--- config.mk ---
export PLATFORM = sky130hd
export DESIGN_NAME = output_synth_divider_driver_ctrl
export DESIGN_NICKNAME = d
export VERILOG_FILES = /design/src/core/synth_ctrl_pkg.sv /design/src/core/int_divider.sv /design/src/core/output_synth_divider_driver_ctrl.sv
export SDC_FILE = /design/constraint.sdc
export NUM_CORES = 1
export LEC_CHECK = 0
export BUFFER_PORTS_ARGS = -buffer_cell sky130_fd_sc_hd__buf_2
export CAP_MARGIN = 20
export CORE_MARGIN = 2
export CORE_UTILIZATION = 45
export DETAILED_ROUTE_END_ITERATION = 16
export MAX_ROUTING_LAYER = met4
export PLACE_DENSITY_LB_ADDON = 0.05
export SLEW_MARGIN = 20
export SYNTH_ARGS = -nofsm -noshare
export SYNTH_HDL_FRONTEND = slang
export SYNTH_SLANG_ARGS = --single-unit
--- constraint.sdc ---
create_clock -name mclk_in -period 24.6 [get_ports mclk_in]
set_input_delay 4.92 -clock mclk_in [delete_from_list [all_inputs] [get_ports mclk_in]]
set_output_delay 4.92 -clock mclk_in [all_outputs]
set_load 0.01 [all_outputs]
--- src/core/synth_ctrl_pkg.sv ---
// constants, register map and types for the output synthesis controller
`default_nettype none
package synth_ctrl_pkg;
	// clock and timing
	localparam int CLK_PERIOD_NS  = 40;
	localparam int CAL_SETTLE_NS  = 1000;
	localparam int CAL_SETTLE_CYC =
		(CAL_SETTLE_NS + CLK_PERIOD_NS - 1) / CLK_PERIOD_NS;

	// serial port frame: rw bit, 7-bit address, 8 data bits
	localparam logic [4:0] SPI_INSTR_BITS = 5'h08;
	localparam logic [4:0] SPI_FRAME_BITS = 5'h10;

	// register addresses
	localparam logic [6:0] ADDR_CP_CURRENT   = 7'h0a;
	localparam logic [6:0] ADDR_VCO_CAL_CTRL = 7'h0e;
	localparam logic [6:0] ADDR_VCO_BAND     = 7'h10;
	localparam logic [6:0] ADDR_FB_INT       = 7'h11;
	localparam logic [6:0] ADDR_FB_FRAC0     = 7'h12;
	localparam logic [6:0] ADDR_FB_FRAC1     = 7'h13;
	localparam logic [6:0] ADDR_FB_FRAC2     = 7'h14;
	localparam logic [6:0] ADDR_FB_MOD0      = 7'h15;
	localparam logic [6:0] ADDR_FB_MOD1      = 7'h16;
	localparam logic [6:0] ADDR_FB_MOD2      = 7'h17;
	localparam logic [6:0] ADDR_POST_DIV0    = 7'h18;
	localparam logic [6:0] ADDR_POST_DIV1    = 7'h19;
	localparam logic [6:0] ADDR_SEC_DIV      = 7'h1a;
	localparam logic [6:0] ADDR_DRV_SEL      = 7'h1b;
	localparam logic [6:0] ADDR_STATUS       = 7'h1c;
	localparam logic [6:0] ADDR_PRI_DRV      = 7'h32;
	localparam logic [6:0] ADDR_SEC_DRV      = 7'h34;

	// field positions
	localparam int CAL_GO_BIT     = 7;
	localparam int CAL_EN_BIT     = 2;
	localparam int BAND_EN_BIT    = 0;
	localparam int DRV_POL_N_BIT  = 7;
	localparam int DRV_POL_P_BIT  = 6;
	localparam int DRV_MODE_LSB   = 3;
	localparam int DRV_STRONG_BIT = 2;
	localparam int DRV_PD_BIT     = 0;

	// reset values
	localparam logic [7:0]  CP_CURRENT_RST = 8'h80;
	localparam logic [7:0]  FB_INT_RST     = 8'h64;
	localparam logic [19:0] FB_FRAC_RST    = 20'h00000;
	localparam logic [19:0] FB_MOD_RST     = 20'h00001;
	localparam logic [5:0]  POST_DIV0_RST  = 6'h04;
	localparam logic [5:0]  POST_DIV1_RST  = 6'h01;
	localparam logic [5:0]  SEC_DIV_RST    = 6'h01;
	localparam logic [7:0]  DRV_CTRL_RST   = 8'h20;
	localparam logic [6:0]  CAL_BAND_START = 7'h40;
	localparam logic [3:0]  FREQ_SEL_19M44 = 4'h0;
	localparam int          XO_W           = 16;

	// driver modes
	localparam logic [2:0] MODE_CMOS_BOTH = 3'h0;
	localparam logic [2:0] MODE_CMOS_POS  = 3'h1;
	localparam logic [2:0] MODE_CMOS_NEG  = 3'h2;
	localparam logic [2:0] MODE_TRI_BOTH  = 3'h3;
	localparam logic [2:0] MODE_LVDS      = 3'h4;
	localparam logic [2:0] MODE_LVPECL    = 3'h5;

	typedef enum logic [1:0]
	{
		FAM_OFF    = 2'h0,
		FAM_CMOS   = 2'h1,
		FAM_LVDS   = 2'h2,
		FAM_LVPECL = 2'h3
	} family_t;

	typedef enum logic [1:0]
	{
		CAL_IDLE   = 2'h0,
		CAL_SEARCH = 2'h1,
		CAL_LEVEL  = 2'h3,
		CAL_DONE   = 2'h2
	} cal_state_t;
endpackage : synth_ctrl_pkg
`default_nettype wire

--- src/core/int_divider.sv ---
// integer tick divider with a registered clock level and carry tick
`default_nettype none
module int_divider
	import synth_ctrl_pkg::*;
(
	input  wire logic       mclk_in,
	input  wire logic       sys_rst_in,
	input  wire logic       tick_in,
	input  wire logic [5:0] div_in,
	output logic            tick_out,
	output logic            level_out
);
	logic [5:0] cnt;
	logic [5:0] next_cnt;
	logic       next_tick;
	logic       next_level;
	logic [5:0] last;

	always_comb
	begin
		// a zero divide value behaves as divide by one
		last = (div_in == 6'h00) ? 6'h00 : div_in - 6'h01;
		next_cnt = cnt;
		next_tick = 1'b0;
		if (tick_in)
		begin
			if (cnt >= last)
			begin
				next_cnt = 6'h00;
				next_tick = 1'b1;
			end
			else
				next_cnt = cnt + 6'h01;
		end
		next_level = (next_cnt < {1'b0, last[5:1]} + 6'h01);
	end

	always_ff @(posedge mclk_in)
	begin
		if (sys_rst_in)
		begin
			cnt <= 6'h00;
			tick_out <= 1'b0;
			level_out <= 1'b0;
		end
		else
		begin
			cnt <= next_cnt;
			tick_out <= next_tick;
			level_out <= next_level;
		end
	end
endmodule : int_divider
`default_nettype wire

--- src/core/output_synth_divider_driver_ctrl.sv ---
// output synthesis control: serial registers, vco calibration, drivers
// Functional notes
// software-written 8-bit charge pump current replaces the default
// 128 vco bands, band and level chosen by automatic calibration
// calibration enable set first, then writing calibrate starts a run
// band override enable set first, then the 7-bit band is used
// feedback integer is 8 bits, 0 to 255; software keeps it 64 or more
// third-order sigma-delta gives integer plus fraction over 20-bit modulus
// each loop's lock detect drives its own lock status pin
// post dividers chain: vco, first, second to primary, then secondary
// driver mode field sits at bits 5 to 3 of each driver register
// mode codes: cmos variants, tristate, lvds, lvpecl, two undefined
// cmos modes apply a per-pin polarity from the driver register
// cmos and lvds modes offer weak or strong drive per driver
// power-down bit disables a driver whatever family is chosen; with drv_sel clear the code ignores it
// without serial driver control, family pin picks lvds or lvpecl
// pin-forced lvds still uses the serially written drive strength
// both references absent: holdover freezes crystal osc tuning
// holdover ends when a reference returns, input loop resynchronizes
// software sets 25 uA charge pump before using 19.44 MHz mode
// frequency select pins choose normal or 19.44 MHz mode
// each calibrate write of 1 launches exactly one run; 0 does nothing; the code drops a write of 1 made during a run
`default_nettype none
module output_synth_divider_driver_ctrl
	import synth_ctrl_pkg::*;
(
	input  wire logic              mclk_in,
	input  wire logic              sys_rst_in,
	input  wire logic              spi_sclk_in,
	input  wire logic              spi_cs_n_in,
	input  wire logic              spi_sdio_in,
	output logic                   spi_sdio_out,
	output logic                   spi_sdio_oe_out,
	input  wire logic              ref_a_present_in,
	input  wire logic              ref_b_present_in,
	input  wire logic              input_lock_det_in,
	input  wire logic              output_lock_det_in,
	input  wire logic              output_family_select_pin_in,
	input  wire logic [3:0]        freq_sel_in,
	input  wire logic              vco_cal_cmp_in,
	input  wire logic              vco_tick_in,
	input  wire logic              fb_cycle_in,
	input  wire logic [XO_W-1:0]   xo_tune_in,
	output logic [7:0]             charge_pump_current_out,
	output logic [6:0]             vco_band_out,
	output logic [3:0]             vco_level_out,
	output logic                   vco_cal_busy_out,
	output logic [8:0]             fb_divide_out,
	output logic                   input_lock_out,
	output logic                   output_lock_out,
	output logic                   holdover_out,
	output logic                   input_pll_resync_out,
	output logic [XO_W-1:0]        tunable_crystal_osc_tune_out,
	output logic                   mode_19m44_out,
	output logic [1:0]             pri_pins_out,
	output logic [1:0]             pri_pins_oe_out,
	output logic [1:0]             pri_family_out,
	output logic                   pri_strong_out,
	output logic [1:0]             sec_pins_out,
	output logic [1:0]             sec_pins_oe_out,
	output logic [1:0]             sec_family_out,
	output logic                   sec_strong_out
);
	// pins from outside the clock domain, two flops before use
	logic [12:0] pin_s1;
	logic [12:0] pin_s2;
	logic        sclk_prev;
	logic        sclk, cs_n, sdio, ref_a, ref_b, fam_pin, cal_cmp;
	assign {sclk, cs_n, sdio, ref_a, ref_b} = pin_s2[12:8];
	assign fam_pin = pin_s2[5];
	assign cal_cmp = pin_s2[4];

	// serial port and register state
	logic [4:0]  bit_cnt,   next_bit_cnt;
	logic [14:0] shift_in,  next_shift_in;
	logic [7:0]  rd_shift,  next_rd_shift;
	logic        sdio_oe,   next_sdio_oe;
	logic [7:0]  cp_cur,    next_cp_cur;
	logic [7:0]  cal_ctrl,  next_cal_ctrl;
	logic [6:0]  band_ovr,  next_band_ovr;
	logic [7:0]  fb_int,    next_fb_int;
	logic [19:0] fb_frac,   next_fb_frac;
	logic [19:0] fb_mod,    next_fb_mod;
	logic [5:0]  pdiv0,     next_pdiv0;
	logic [5:0]  pdiv1,     next_pdiv1;
	logic [5:0]  sdiv,      next_sdiv;
	logic        drv_sel,   next_drv_sel;
	logic [7:0]  pri_drv,   next_pri_drv;
	logic [7:0]  sec_drv,   next_sec_drv;
	logic        cal_go;
	logic        wr_en;
	logic [6:0]  wr_addr;
	logic [7:0]  wr_data;
	logic [7:0]  rd_val;
	logic [6:0]  rd_addr;

	always_comb
	begin
		next_bit_cnt = bit_cnt;
		next_shift_in = shift_in;
		next_rd_shift = rd_shift;
		next_sdio_oe = sdio_oe;
		wr_en = 1'b0;
		wr_addr = shift_in[13:7];
		wr_data = {shift_in[6:0], sdio};
		rd_addr = {shift_in[5:0], sdio};
		if (cs_n)
		begin
			next_bit_cnt = 5'h00;
			next_sdio_oe = 1'b0;
		end
		else if (sclk && !sclk_prev && bit_cnt != SPI_FRAME_BITS)
		begin
			next_shift_in = {shift_in[13:0], sdio};
			next_bit_cnt = bit_cnt + 5'h01;
			if (bit_cnt == SPI_INSTR_BITS - 5'h01 && shift_in[6])
			begin
				next_rd_shift = rd_val;
				next_sdio_oe = 1'b1;
			end
			wr_en = (bit_cnt == SPI_FRAME_BITS - 5'h01) && !shift_in[14];
		end
		else if (!sclk && sclk_prev && bit_cnt > SPI_INSTR_BITS)
			next_rd_shift = {rd_shift[6:0], 1'b0};
	end

	always_comb
	begin
		case (rd_addr)
			ADDR_CP_CURRENT:   rd_val = cp_cur;
			ADDR_VCO_CAL_CTRL: rd_val = {vco_cal_busy_out, cal_ctrl[6:0]};
			ADDR_VCO_BAND:     rd_val = {band_ovr, 1'b0};
			ADDR_FB_INT:       rd_val = fb_int;
			ADDR_FB_FRAC0:     rd_val = fb_frac[7:0];
			ADDR_FB_FRAC1:     rd_val = fb_frac[15:8];
			ADDR_FB_FRAC2:     rd_val = {4'h0, fb_frac[19:16]};
			ADDR_FB_MOD0:      rd_val = fb_mod[7:0];
			ADDR_FB_MOD1:      rd_val = fb_mod[15:8];
			ADDR_FB_MOD2:      rd_val = {4'h0, fb_mod[19:16]};
			ADDR_POST_DIV0:    rd_val = {2'h0, pdiv0};
			ADDR_POST_DIV1:    rd_val = {2'h0, pdiv1};
			ADDR_SEC_DIV:      rd_val = {2'h0, sdiv};
			ADDR_DRV_SEL:      rd_val = {7'h00, drv_sel};
			ADDR_STATUS:       rd_val = {3'h0, mode_19m44_out,
				holdover_out, vco_cal_busy_out, output_lock_out,
				input_lock_out};
			ADDR_PRI_DRV:      rd_val = pri_drv;
			ADDR_SEC_DRV:      rd_val = sec_drv;
			default:           rd_val = 8'h00;
		endcase
	end

	always_comb
	begin
		next_cp_cur = cp_cur;
		next_cal_ctrl = cal_ctrl;
		next_band_ovr = band_ovr;
		next_fb_int = fb_int;
		next_fb_frac = fb_frac;
		next_fb_mod = fb_mod;
		next_pdiv0 = pdiv0;
		next_pdiv1 = pdiv1;
		next_sdiv = sdiv;
		next_drv_sel = drv_sel;
		next_pri_drv = pri_drv;
		next_sec_drv = sec_drv;
		cal_go = 1'b0;
		if (wr_en)
		begin
			case (wr_addr)
				ADDR_CP_CURRENT:   next_cp_cur = wr_data;
				ADDR_VCO_CAL_CTRL:
				begin
					// calibrate is a trigger, never stored
					next_cal_ctrl = {1'b0, wr_data[6:0]};
					cal_go = wr_data[CAL_GO_BIT]
						&& cal_ctrl[CAL_EN_BIT];
				end
				ADDR_VCO_BAND:     next_band_ovr = wr_data[7:1];
				ADDR_FB_INT:       next_fb_int = wr_data;
				ADDR_FB_FRAC0:     next_fb_frac[7:0] = wr_data;
				ADDR_FB_FRAC1:     next_fb_frac[15:8] = wr_data;
				ADDR_FB_FRAC2:     next_fb_frac[19:16] = wr_data[3:0];
				ADDR_FB_MOD0:      next_fb_mod[7:0] = wr_data;
				ADDR_FB_MOD1:      next_fb_mod[15:8] = wr_data;
				ADDR_FB_MOD2:      next_fb_mod[19:16] = wr_data[3:0];
				ADDR_POST_DIV0:    next_pdiv0 = wr_data[5:0];
				ADDR_POST_DIV1:    next_pdiv1 = wr_data[5:0];
				ADDR_SEC_DIV:      next_sdiv = wr_data[5:0];
				ADDR_DRV_SEL:      next_drv_sel = wr_data[0];
				ADDR_PRI_DRV:      next_pri_drv = wr_data;
				ADDR_SEC_DRV:      next_sec_drv = wr_data;
				default:           next_cp_cur = cp_cur;
			endcase
		end
	end

	// vco calibration: binary band search, then amplitude steps
	cal_state_t cal_st, next_cal_st;
	logic [6:0] cal_band, next_cal_band;
	logic [2:0] cal_bit,  next_cal_bit;
	logic [4:0] settle,   next_settle;
	logic [3:0] level,    next_level;
	logic       cal_pend, next_cal_pend;

	always_comb
	begin
		next_cal_st = cal_st;
		next_cal_band = cal_band;
		next_cal_bit = cal_bit;
		next_settle = (settle == 5'h00) ? 5'h00 : settle - 5'h01;
		next_level = level;
		// a trigger during a run is dropped, so one write gives one run
		next_cal_pend = cal_pend;
		case (cal_st)
			CAL_IDLE:
				if (cal_pend || cal_go)
				begin
					next_cal_pend = 1'b0;
					next_cal_st = CAL_SEARCH;
					next_cal_band = CAL_BAND_START;
					next_cal_bit = 3'h6;
					next_level = 4'h0;
					next_settle = 5'(CAL_SETTLE_CYC);
				end
			CAL_SEARCH:
				if (settle == 5'h00)
				begin
					next_settle = 5'(CAL_SETTLE_CYC);
					// comparator high means vco still too slow
					if (!cal_cmp)
						next_cal_band = cal_band & ~(7'h01 << cal_bit);
					if (cal_bit == 3'h0)
						next_cal_st = CAL_LEVEL;
					else
					begin
						next_cal_bit = cal_bit - 3'h1;
						next_cal_band = next_cal_band
							| (7'h01 << (cal_bit - 3'h1));
					end
				end
			CAL_LEVEL:
				if (settle == 5'h00)
				begin
					next_settle = 5'(CAL_SETTLE_CYC);
					if (cal_cmp && level != 4'hf)
						next_level = level + 4'h1;
					else
						next_cal_st = CAL_DONE;
				end
			CAL_DONE:
				next_cal_st = CAL_IDLE;
			default:
				next_cal_st = CAL_IDLE;
		endcase
	end

	// third-order mash sigma-delta for the feedback divider
	logic        fb_prev;
	logic [19:0] acc1, acc2, acc3;
	logic [19:0] next_acc1, next_acc2, next_acc3;
	logic        c2d, c3d, c3dd;
	logic        c1, c2, c3;
	logic [8:0]  next_fb_div;
	logic [9:0]  fb_sum;

	function automatic logic [20:0] mod_add(input logic [19:0] a,
		input logic [19:0] b, input logic [19:0] m);
		logic [20:0] s;
		s = {1'b0, a} + {1'b0, b};
		// zero modulus disables the fraction instead of dividing by zero
		if (m != 20'h00000 && s >= {1'b0, m})
			mod_add = {1'b1, 20'(s - {1'b0, m})};
		else
			mod_add = {1'b0, s[19:0]};
	endfunction : mod_add

	always_comb
	begin
		{c1, next_acc1} = mod_add(acc1, fb_frac, fb_mod);
		{c2, next_acc2} = mod_add(acc2, next_acc1, fb_mod);
		{c3, next_acc3} = mod_add(acc3, next_acc2, fb_mod);
		fb_sum = {2'h0, fb_int} + {9'h000, c1} + {9'h000, c2}
			- {9'h000, c2d} + {9'h000, c3} - {8'h00, c3d, 1'b0}
			+ {9'h000, c3dd};
		next_fb_div = fb_sum[8:0];
	end

	// holdover and driver config
	logic [XO_W-1:0]   xo_hold;
	logic              hold_prev;
	logic              hold_now;
	logic [7:0]        pri_eff, sec_eff;
	logic [6:0]        pri_pack, sec_pack;
	logic              d0_tick, d1_tick, d1_level, d2_level;

	assign hold_now = !ref_a && !ref_b;

	function automatic logic [7:0] eff_cfg(input logic [7:0] r,
		input logic sel, input logic pin);
		// pin default keeps only the strength bit of the register
		if (sel)
			eff_cfg = r;
		else
			eff_cfg = {2'h0, pin ? MODE_LVPECL : MODE_LVDS,
				r[DRV_STRONG_BIT], 2'h0};
	endfunction : eff_cfg

	function automatic logic [6:0] drive(input logic [7:0] c,
		input logic lvl);
		logic [2:0] md;
		logic       p, n;
		md = c[DRV_MODE_LSB +: 3];
		p = lvl ^ c[DRV_POL_P_BIT];
		n = lvl ^ c[DRV_POL_N_BIT];
		case (md)
			MODE_CMOS_BOTH: drive = {FAM_CMOS, c[2], 2'b11, p, n};
			MODE_CMOS_POS:  drive = {FAM_CMOS, c[2], 2'b10, p, 1'b0};
			MODE_CMOS_NEG:  drive = {FAM_CMOS, c[2], 2'b01, 1'b0, n};
			MODE_TRI_BOTH:  drive = {FAM_CMOS, 1'b0, 4'h0};
			MODE_LVDS:      drive = {FAM_LVDS, c[2], 2'b11, lvl, !lvl};
			MODE_LVPECL:    drive = {FAM_LVPECL, 1'b0, 2'b11, lvl, !lvl};
			default:        drive = 7'h00;
		endcase
		if (c[DRV_PD_BIT])
			drive = 7'h00;
	endfunction : drive

	assign pri_eff = eff_cfg(pri_drv, drv_sel, fam_pin);
	assign sec_eff = eff_cfg(sec_drv, drv_sel, fam_pin);
	assign pri_pack = drive(pri_eff, d1_level);
	assign sec_pack = drive(sec_eff, d2_level);

	int_divider u_first_post_divider (
		.mclk_in    (mclk_in),
		.sys_rst_in (sys_rst_in),
		.tick_in    (vco_tick_in),
		.div_in     (pdiv0),
		.tick_out   (d0_tick),
		.level_out  ()
	);
	int_divider u_second_post_divider (
		.mclk_in    (mclk_in),
		.sys_rst_in (sys_rst_in),
		.tick_in    (d0_tick),
		.div_in     (pdiv1),
		.tick_out   (d1_tick),
		.level_out  (d1_level)
	);
	int_divider u_secondary_output_divider (
		.mclk_in    (mclk_in),
		.sys_rst_in (sys_rst_in),
		.tick_in    (d1_tick),
		.div_in     (sdiv),
		.tick_out   (),
		.level_out  (d2_level)
	);

	always_ff @(posedge mclk_in)
	begin
		if (sys_rst_in)
		begin
			pin_s1 <= 13'h0b00;
			pin_s2 <= 13'h0b00;
			sclk_prev <= 1'b0;
			bit_cnt <= 5'h00;
			shift_in <= 15'h0000;
			rd_shift <= 8'h00;
			sdio_oe <= 1'b0;
			cp_cur <= CP_CURRENT_RST;
			cal_ctrl <= 8'h00;
			band_ovr <= 7'h00;
			fb_int <= FB_INT_RST;
			fb_frac <= FB_FRAC_RST;
			fb_mod <= FB_MOD_RST;
			pdiv0 <= POST_DIV0_RST;
			pdiv1 <= POST_DIV1_RST;
			sdiv <= SEC_DIV_RST;
			drv_sel <= 1'b0;
			pri_drv <= DRV_CTRL_RST;
			sec_drv <= DRV_CTRL_RST;
			cal_st <= CAL_IDLE;
			cal_band <= CAL_BAND_START;
			cal_bit <= 3'h0;
			settle <= 5'h00;
			level <= 4'h0;
			cal_pend <= 1'b1;
			fb_prev <= 1'b0;
			acc1 <= 20'h00000;
			acc2 <= 20'h00000;
			acc3 <= 20'h00000;
			{c2d, c3d, c3dd} <= 3'h0;
			fb_divide_out <= 9'h000;
			xo_hold <= '0;
			hold_prev <= 1'b0;
			tunable_crystal_osc_tune_out <= '0;
			input_pll_resync_out <= 1'b0;
			{pri_family_out, pri_strong_out} <= 3'h0;
			{pri_pins_oe_out, pri_pins_out} <= 4'h0;
			{sec_family_out, sec_strong_out} <= 3'h0;
			{sec_pins_oe_out, sec_pins_out} <= 4'h0;
		end
		else
		begin
			pin_s1 <= {spi_sclk_in, spi_cs_n_in, spi_sdio_in,
				ref_a_present_in, ref_b_present_in, input_lock_det_in,
				output_lock_det_in, output_family_select_pin_in,
				vco_cal_cmp_in, freq_sel_in};
			pin_s2 <= pin_s1;
			sclk_prev <= sclk;
			bit_cnt <= next_bit_cnt;
			shift_in <= next_shift_in;
			rd_shift <= next_rd_shift;
			sdio_oe <= next_sdio_oe;
			cp_cur <= next_cp_cur;
			cal_ctrl <= next_cal_ctrl;
			band_ovr <= next_band_ovr;
			fb_int <= next_fb_int;
			fb_frac <= next_fb_frac;
			fb_mod <= next_fb_mod;
			pdiv0 <= next_pdiv0;
			pdiv1 <= next_pdiv1;
			sdiv <= next_sdiv;
			drv_sel <= next_drv_sel;
			pri_drv <= next_pri_drv;
			sec_drv <= next_sec_drv;
			cal_st <= next_cal_st;
			cal_band <= next_cal_band;
			cal_bit <= next_cal_bit;
			settle <= next_settle;
			level <= next_level;
			cal_pend <= next_cal_pend;
			fb_prev <= fb_cycle_in;
			if (fb_cycle_in && !fb_prev)
			begin
				acc1 <= next_acc1;
				acc2 <= next_acc2;
				acc3 <= next_acc3;
				{c2d, c3d, c3dd} <= {c2, c3, c3d};
				fb_divide_out <= next_fb_div;
			end
			hold_prev <= hold_now;
			// last tuning word before holdover is kept frozen
			if (!hold_now)
				xo_hold <= xo_tune_in;
			tunable_crystal_osc_tune_out <=
				hold_now ? xo_hold : xo_tune_in;
			input_pll_resync_out <= hold_prev && !hold_now;
			{pri_family_out, pri_strong_out} <= pri_pack[6:4];
			{pri_pins_oe_out, pri_pins_out} <= pri_pack[3:0];
			{sec_family_out, sec_strong_out} <= sec_pack[6:4];
			{sec_pins_oe_out, sec_pins_out} <= sec_pack[3:0];
		end
	end

	assign spi_sdio_out = rd_shift[7];
	assign spi_sdio_oe_out = sdio_oe;
	assign charge_pump_current_out = cp_cur;
	assign vco_band_out = cal_ctrl[BAND_EN_BIT] ? band_ovr : cal_band;
	assign vco_level_out = level;
	assign vco_cal_busy_out = (cal_st != CAL_IDLE);
	assign input_lock_out = pin_s2[7];
	assign output_lock_out = pin_s2[6];
	assign holdover_out = hold_now;
	assign mode_19m44_out = (pin_s2[3:0] == FREQ_SEL_19M44);

	cal_one_run_a: assert property (@(posedge mclk_in) disable iff
		(sys_rst_in) cal_go && cal_st != CAL_IDLE |=> !cal_pend)
		else $error("calibrate during a run was queued");
	cal_start_a: assert property (@(posedge mclk_in) disable iff
		(sys_rst_in) cal_go && cal_st == CAL_IDLE |=> cal_st == CAL_SEARCH)
		else $error("calibrate trigger did not start a run");
	band_ovr_a: assert property (@(posedge mclk_in) disable iff
		(sys_rst_in) cal_ctrl[0] |-> vco_band_out == band_ovr)
		else $error("band override not applied");
	pd_off_a: assert property (@(posedge mclk_in) disable iff
		(sys_rst_in) drv_sel && sec_drv[0] |=> sec_pins_oe_out == 2'h0)
		else $error("powered-down driver still enabled");
	pin_family_a: assert property (@(posedge mclk_in) disable iff
		(sys_rst_in) !drv_sel && !sec_drv[0] |=> sec_family_out ==
		($past(fam_pin) ? FAM_LVPECL : FAM_LVDS))
		else $error("pin-selected family wrong");
	lvds_strength_a: assert property (@(posedge mclk_in) disable iff
		(sys_rst_in) !drv_sel && !fam_pin |=> pri_strong_out ==
		$past(pri_drv[2]))
		else $error("pin lvds ignores drive strength");
	hold_freeze_a: assert property (@(posedge mclk_in) disable iff
		(sys_rst_in) hold_now && $past(hold_now) |=>
		$stable(tunable_crystal_osc_tune_out))
		else $error("tuning moved during holdover");
	resync_a: assert property (@(posedge mclk_in) disable iff
		(sys_rst_in) $fell(hold_now) |=> input_pll_resync_out ##1
		!input_pll_resync_out)
		else $error("resync pulse missing on holdover exit");
	cal_bound_a: assert property (@(posedge mclk_in) disable iff
		(sys_rst_in) $rose(vco_cal_busy_out) |-> ##[1:700]
		!vco_cal_busy_out)
		else $error("calibration did not finish");
	cp_write_a: assert property (@(posedge mclk_in) disable iff
		(sys_rst_in) wr_en && wr_addr == ADDR_CP_CURRENT |=>
		charge_pump_current_out == $past(wr_data))
		else $error("charge pump write lost");
	cal_run_c: cover property (@(posedge mclk_in) cal_st == CAL_DONE);
	hold_exit_c: cover property (@(posedge mclk_in) input_pll_resync_out);
	spi_read_c: cover property (@(posedge mclk_in) $rose(sdio_oe));
	lvpecl_c: cover property (@(posedge mclk_in)
		pri_family_out == FAM_LVPECL);
endmodule : output_synth_divider_driver_ctrl
`default_nettype wire

After elaboration in Yosys (flattened, before gate mapping) --
Index checks and enable logic that the tools add are counted.
Word-level totals: bits in registers 310, bits of input ports 33, output and inout port bits 66, logic and storage cells 278
Operators by class: add/sub/neg operators 24, magnitude comparators 9, equal/unequal tests 58, shift operators 2, muxes and demuxes 52, bitwise logic cells 10, reductions and logical operators 68
Operator list (number):
- equality test 7 x 5 -> 1 bit, second input constant | 25
- one-hot mux 8 bit (17 select lines) | 1
- one-hot mux 7 bit (6 select lines) | 2
- adder 20 x 20 -> 21 bit | 3
- >= comparator 21 x 20 -> 1 bit | 3
- 2-to-1 mux 21 bit | 3
- subtractor 20 bit | 3
- 2-to-1 mux 7 bit | 7
- 2-to-1 mux 6 bit | 8
- 2-to-1 mux 8 bit | 5
- AND reduction 2 bit | 19
- equality test 7 x 4 -> 1 bit, second input constant | 4
- equality test 7 x 6 -> 1 bit, second input constant | 4
- adder 9 x 1 -> 9 bit | 3
- nonzero test 20 bit | 1
- adder 6 x 1 -> 6 bit, second input constant | 3
- >= comparator 6 bit | 3
- zero test 6 bit | 3
- subtractor 6 x 1 -> 6 bit, second input constant | 3
- 2-to-1 mux 5 bit | 3
- logical AND 1 bit | 14
- inequality test 2 bit, second input constant | 7
- one-hot mux 7 bit (2 select lines) | 1
- left shift 1 x 3 -> 7 bit, first input constant | 2
- other kinds (44) | 93

Longest topological paths before layout --
Gate-level depths: netlist of the first run.
word-level depth 15, mapped depth 71, depth with buffers taken out 68

By module --
From an unflattened synthesis of the first run, not the netlist that was laid out.
Unflattened totals: cell total of the unflattened synthesis 2553, area, all modules 21018.9 um2
Modules (own cells, without submodules):
- output_synth_divider_driver_ctrl | instances 1, cells each 2256, area an instance 18551.5 um2, sequential area each 5765.5 um2
- int_divider at u_first_post_divider ... | instances 2, cells each 98, area an instance 815.8 um2, sequential area each 160.2 um2
- int_divider at u_secondary_output_divider | instances 1, cells each 101, area an instance 835.8 um2, sequential area each 160.2 um2

Worst setup path after synthesis of the first run --
Ideal clock, no wire load.
path kind register to register, start point register fb_frac[0], end point register fb_divide_out[8], setup time 0.086 ns, data arrival time 13.128 ns, data required time 24.514 ns, path slack 11.386 ns, stages on the path, launching flop included 70, path buffers 3, period minus slack after synthesis 13.214 ns, path through dfxtp_1 ha_1 inv_1 fa_1 nor2b_1 o31ai_1 a31oi_1 o21ai_0 nand2b_1 a21oi_1 xnor2_1 ha_1 and3_1 and2_1 and3_1 nand4_1 and3_1 a211oi_1 [... 34 more ...] nor3_1 or4_4 nand2_4 buf_12 fa_1 inv_1 fa_1 inv_1 fa_1 nor2b_1 o21ai_0 a21boi_0 o21a_1 o21ai_0 nand2b_1 a21oi_1 xnor2_1 a211oi_1
On the way: word-level cells in the longest chain between the ends 15, elaborated cells between the ends (all ways) 20, those cells by class add/sub (11); order compare (3); mux (3); reduce/logical (3)
RTL lines:
- start: declaration | line output_synth_divider_driver_ctrl.sv:82 | logic [19:0] fb_frac, next_fb_frac;
- start signal: assignment | line output_synth_divider_driver_ctrl.sv:419 | fb_frac <= next_fb_frac;
- adder 20 x 20 -> 21 bit * | line output_synth_divider_driver_ctrl.sv:270 | s = {1'b0, a} + {1'b0, b};
- >= comparator 21 x 20 -> 1 bit | line output_synth_divider_driver_ctrl.sv:272 | if (m != 20'h00000 && s >= {1'b0, m})
- logical AND 1 bit | line output_synth_divider_driver_ctrl.sv:272
- 2-to-1 mux 21 bit * | line output_synth_divider_driver_ctrl.sv:272
- net next_acc1[0] | line output_synth_divider_driver_ctrl.sv:261 | logic [19:0] next_acc1, next_acc2, next_acc3;
- adder 20 x 20 -> 21 bit * | line output_synth_divider_driver_ctrl.sv:270
- >= comparator 21 x 20 -> 1 bit | line output_synth_divider_driver_ctrl.sv:272
- logical AND 1 bit | line output_synth_divider_driver_ctrl.sv:272
- 2-to-1 mux 21 bit * | line output_synth_divider_driver_ctrl.sv:272
- net next_acc2[0] | line output_synth_divider_driver_ctrl.sv:261
- adder 20 x 20 -> 21 bit * | line output_synth_divider_driver_ctrl.sv:270
- >= comparator 21 x 20 -> 1 bit * | line output_synth_divider_driver_ctrl.sv:272
- logical AND 1 bit * | line output_synth_divider_driver_ctrl.sv:272
- 2-to-1 mux 21 bit * | line output_synth_divider_driver_ctrl.sv:272
- adder 9 x 1 -> 9 bit * | line output_synth_divider_driver_ctrl.sv:284 | - {9'h000, c2d} + {9'h000, c3} - {8'h00, c3d, 1'b0}
- subtractor 9 x 2 -> 9 bit * | line output_synth_divider_driver_ctrl.sv:284
- adder 9 x 1 -> 9 bit * | line output_synth_divider_driver_ctrl.sv:285 | + {9'h000, c3dd};
- end signal: assignment | line output_synth_divider_driver_ctrl.sv:440 | fb_divide_out <= next_fb_div;
- end: declaration | line output_synth_divider_driver_ctrl.sv:48 | output logic [8:0] fb_divide_out,
The timed path passes the listed nets; every way through them passes the cells marked *. A chain may end at the register's enable or synchronous reset.

Final worst setup path of the first run --
Same ends and word-level chain as after synthesis.

==> run_results.csv, run 1 <==
group,metric,value,unit
run_status,status,"completed",
place,gp_congestion,0.951,
global_routing,grt_max_degree,92,
route,drc_errors,0,
route,wl_met3,3160,microns
clock_network,clk_pin_slew_worst_paths,0.06,ns
yosys,ys_types,92,
clock_network,cts_resized,0,
die,core-area,45200,sq um
sta,finalCritPeriodShare,0.630,
sta,timing.hold.ws,0.402,ns
clock_network,numCtsBuffers,40,
die,std_cell_rows,78,
route,wl_met1,28300,microns
critical_path,crit_type,"register to register",
critical_path,r2r-start,"fb_frac[0]",
die,die_y,218,microns
layout,nNetsFinal,2770,
place,dp_hpwl,45700,microns
yosys,yosys_warnings,0,
clock_network,root_buffer,"clkbuf_16",
critical_path,ff2ff_setup_slack,9.11,ns
sta,tightest_slew,1.06,ns
sta,setup_viol,0,
layout,fin_cells,3181,
layout,mostFrequentLayoutCells,"dfxtp_1, nor2_1, nand2_1",
layout,fillers,4405,
critical_path,r2r-end,"fb_divide_out[8]",
route,num_vias,18200,
yosys,synth_edf_count,0,
place,place_ws,9.32,ns
route,first_iter_violations,1452,
route,wl_per_cell,19.6,microns
clock_network,cts_tree,"yes",
yosys,yosysTopAreaCell,"dfxtp_1",
clock_network,htreeDepth,2,
yosys,synth_top_area_share,0.302,
global_routing,grt_usage,0.269,
place,numPortBuffers,98,
sta,fin_skew,0.0248,ns
critical_path,slowest_delay,0.53,ns
sta,tns,0,ns
critical_path,critPathSlowestCell,"or4_4",
clock_network,clk-insertion-delay-late,0.57,ns
die,initial_core_util,0.454,
critical_path,crit_path_start,"fb_frac[0]",
yosys,synthArstFlopShare,0,
yosys,syn_nets,2719,
yosys,ys_ff_latch,310,
yosys,netlist_area,20500,sq um
yosys,syn_inst,2499,
clock_network,cts_setup_buffers,0,
critical_path,critPathTopFamily,"compound AO/OA/AOI/OAI gates",
die,die_w,218,microns
hold_path,worstHoldPathType,"register to register",
layout,layout-drive-gt1-share,0.104,
route,drtPass1Iterations,7,
sta,finalMaxSlewViolations,0,
critical_path,end_kind,"register",
layout,area_growth,11.1,%
sta,slew_headroom,0.294,
critical_path,crit_buf_inv,5,
sta,fin_crit,15.49,ns
route,dr.max_layer_used,"met4",
yosys,syn_avg_cell_area,8.21,sq um
sta,rsz0062_at_grt,"no",
critical_path,cp.arrival,15.97,ns
global_routing,overflow,0,
route,drt-total-wl,62400,microns
clock_network,cts_hold_buf,0,
yosys,synthTopCellsByArea,"dfxtp_1, ha_1, mux2i_1, nor2_1, a21oi_1",
yosys,synth_ff_type,"dfxtp_1",
critical_path,cp_max_fo,23,
layout,n_antenna_cell,0,
critical_path,required,25.08,ns
critical_path,reg2reg_depth,66,
sta,hold_viol,0,
yosys,ys_seq_area_frac,0.302,
layout,final_common_cell,"dfxtp_1",
die,dieArea,47300,sq um
route,viasPerCell,5.71,
place,placedCellCount,3108,
sta,fin_ws,9.11,ns
global_routing,antenna_found_initial,0,
clock_network,clock_path_buffers,3,
sta,max_freq,0.0646,GHz
critical_path,critPathLaunchType,"register",
critical_path,cp.depth,66,
global_routing,grt_pass1_wl,96700,microns
global_routing,grt_pass1_vias,17000,
run,cap_violations,0,
route,met2_length,28800,microns
critical_path,worstSetupEndpoint,"fb_divide_out[8]",
route,ant_nets,0,
die,io_pins,99,
clock_network,clock-sinks,310,
## layer usage
metal | GRT usage | vias to the layer above
met5 | - | -
met4 | 0.103 | 0
met3 | 0.0340 | 111
met2 | 0.430 | 480
met1 | 0.346 | 8571
li1 | - | 8999
## Yosys cell counts, drive strengths merged (34+ instances only)
library cell,number
a211oi,39
a21o,48
a21oi,205
clkbuf,88
dfxtp,310
ha,177
inv,117
mux2,36
mux2i,134
nand2,211
nand2b,41
nand3,62
nor2,310
nor2b,58
nor3,67
o21a,34
o21ai,105
xnor2,86
xor2,42
## worst register-to-register path: cells and delay by family (launching register included)
family | cells | cell delay [ns]
AOI/OAI and AO/OA | 26 | 5.88
and+or+nand+nor | 18 | 3.90
adders and majority gates | 12 | 3.75
buffers and inverters | 5 | 0.58
xor gates and xnor gates | 3 | 0.49
muxes | 2 | 0.43
DFF | 1 | 0.33
## cell families (layout without fill, tap and decap cells)
kind of cell,count (synthesis),count (layout),synth area share
and+or+nand+nor,874,874,0.201
AOI/OAI and AO/OA,592,592,0.185
DFF,310,310,0.302
buffers and inverters,228,310,0.0443
adders and majority gates,189,189,0.119
muxes,178,178,0.0939
xor gates and xnor gates,128,128,0.0546
## area by class of cell
cell class | instances | area, sq um | area share
flip-flops and latches | 310 | 6210 | 0.272
clock buffers | 55 | 1120 | 0.0490
well taps | 600 | 751 | 0.0329
clock inverters | 18 | 208 | 0.00911
repair buffers | 119 | 657 | 0.0288
multi-input cells | 1961 | 13400 | 0.589
inverters | 118 | 443 | 0.0194
## how the worst min path moves through the flow
stage | slack (ns) | to | depth (start not counted) | from
after floorplan | 0.39 | pin_s2[11] | 1 | pin_s1[11]
after CTS | 0.40 | pin_s2[9] | 1 | pin_s1[9]
after global routing | 0.41 | pin_s2[9] | 1 | pin_s1[9]
final | 0.40 | pin_s2[9] | 1 | pin_s1[9]
after detailed placement | 0.40 | pin_s2[9] | 1 | pin_s1[9]
after global placement | 0.39 | pin_s2[8] | 1 | pin_s1[8]
## flip-flops by register name, indices dropped and copies added (netlist names), 9 cells and up
| name | count |
|---|---|
| pin_s2 | 13 |
| acc3 | 20 |
| pin_s1 | 13 |
| shift_in | 15 |
| acc1 | 20 |
| fb_divide_out | 9 |
| acc2 | 20 |
| fb_frac | 20 |
| fb_mod | 20 |
| xo_hold | 16 |
## through the flow
step	utilization	area, sq um
4_1_cts	0.505	22800
6_report	0.505	22800
3_3_place_gp	0.475	21500
2_1_floorplan	-	20500
3_5_place_dp	0.475	21500
5_1_grt	0.505	22800
Power of run 1 is not shown: default switching activity piles up to over one toggle a cycle in this logic, so the estimate is an artifact.
==> run 2: changes to the inputs <==
==> constraint.sdc (replaced) <==
create_clock -name mclk_in -period 15.34 [get_ports mclk_in]
set_input_delay 3.068 -clock mclk_in [delete_from_list [all_inputs] [get_ports mclk_in]]
set_output_delay 3.068 -clock mclk_in [all_outputs]
set_load 0.01 [all_outputs]
==> run_results.csv, run 2 (synthesis gave the netlist of run 1 again) <==
group,metric,value,unit
die,initial_core_util,0.454,
clock_network,htreeDepth,2,
critical_path,critPathLaunchType,"register",
die,dieArea,47300,sq um
clock_network,clock_path_buffers,3,
critical_path,cp_max_fo,10,
sta,tightest_slew,1.09,ns
critical_path,slowest_delay,0.57,ns
clock_network,clk_pin_slew_worst_paths,0.06,ns
sta,tns,0,ns
die,die_w,218,microns
sta,fin_crit,14.46,ns
critical_path,cp.arrival,14.93,ns
layout,nNetsFinal,2784,
clock_network,clock-sinks,310,
die,die_y,218,microns
layout,layout-drive-gt1-share,0.111,
layout,n_antenna_cell,0,
clock_network,clk-insertion-delay-late,0.57,ns
sta,hold_viol,0,
route,drc_errors,0,
clock_network,cts_hold_buf,0,
sta,finalMaxSlewViolations,0,
layout,final_area,23000,sq um
route,wl_per_cell,20.0,microns
sta,finalCritPeriodShare,0.942,
clock_network,root_buffer,"clkbuf_16",
critical_path,end_kind,"register",
global_routing,antenna_found_initial,0,
hold_path,worstHoldPathType,"register to register",
place,dp_hpwl,47800,microns
global_routing,grt_pass1_vias,17700,
route,num_vias,18100,
global_routing,grtUsageMet1,0.337,
global_routing,overflow,0,
layout,final_common_cell,"dfxtp_1",
critical_path,cp_common_cell,"ha_1",
global_routing,use_met2,0.465,
layout,mostFrequentLayoutCells,"dfxtp_1, nor2_1, nand2_1",
sta,fin_skew,0.0218,ns
layout,fillers,4369,
route,ant_nets,0,
clock_network,cts_tree,"yes",
global_routing,use_met3,0.0400,
layout,area_growth,11.9,%
critical_path,critPathSlowestCell,"nor3_1",
route,first_iter_violations,1198,
global_routing,grt_max_degree,102,
run_status,status,"completed",
sta,setup_viol,0,
global_routing,grt_pass1_wl,99900,microns
critical_path,crit_type,"register to register",
global_routing,grt_usage,0.278,
place,numPortBuffers,98,
route,viasPerCell,5.68,
place,gp_congestion,0.921,
route,drtPass1Iterations,5,
sta,slew_headroom,0.272,
die,io_pins,99,
die,std_cell_rows,78,
die,core-area,45200,sq um
global_routing,top_usage_layer,"met2",
sta,max_freq,0.0692,GHz
run,cap_violations,0,
route,drt-total-wl,63800,microns
place,dpl_cell_area,21600,sq um
critical_path,required,15.81,ns
clock_network,numCtsBuffers,39,
layout,final_util,0.508,
[run 2: final timing paths]
| kind | endpoint | depth (start not counted) | startpoint | slack (ns) |
|---|---|---|---|---|
| setup / recovery | fb_divide_out[8] | 64 | fb_frac[0] | 0.88 |
| hold / removal | pin_s2[8] | 1 | pin_s1[8] | 0.41 |
| setup reg to reg | fb_divide_out[8] | 64 | fb_frac[0] | 0.88 |
| hold reg to reg | pin_s2[8] | 1 | pin_s1[8] | 0.41 |
[run 2: cell type report]
| class | instances | area (sq um) | area share |
|---|---|---|---|
| Multi-Input combinational cell | 1961 | 13500 | 0.587 |
| Inverter | 118 | 443 | 0.0193 |
| Clock inverter | 15 | 184 | 0.00801 |
| Sequential cell | 310 | 6210 | 0.270 |
| Clock buffer | 54 | 1110 | 0.0485 |
| Timing Repair Buffer | 134 | 782 | 0.0341 |
| Tap cell | 600 | 751 | 0.0327 |
[run 2: routing by layer]
layer / routed length [microns] / vias up
met5: 0 / -
met4: 2600 / 0
met3: 2450 / 131
met2: 30500 / 378
met1: 28200 / 8600
li1: - / 9008
[run 2: worst max-delay path, delay by kind of cell, from the launching register on]
family,cells,cell delay (ns)
AOI/OAI and AO/OA,25,5.23
and+or+nand+nor,18,3.33
buffers and inverters,5,0.57
DFF,1,0.37
adders and majority gates,10,3.58
xor gates and xnor gates,4,0.54
muxes,2,0.72
[run 2: per-stage QoR]
stage	setup slack [ns]	std cells	hold WS [ns]
2_1_floorplan	2.13	2499	0.389
3_3_place_gp	0.688	3118	0.393
3_5_place_dp	0.312	3118	0.397
4_1_cts	0.244	3187	0.416
5_1_grt	-0.00757	3192	0.424
6_report	0.883	3192	0.412
[run 2: timing repair]
action / CTS / global route
endpoints found under the setup margin: 0 / 6
gates resized for setup: 0 / 11
buffers inserted: 0 / 5
Power of run 2 is left out for the same reason.
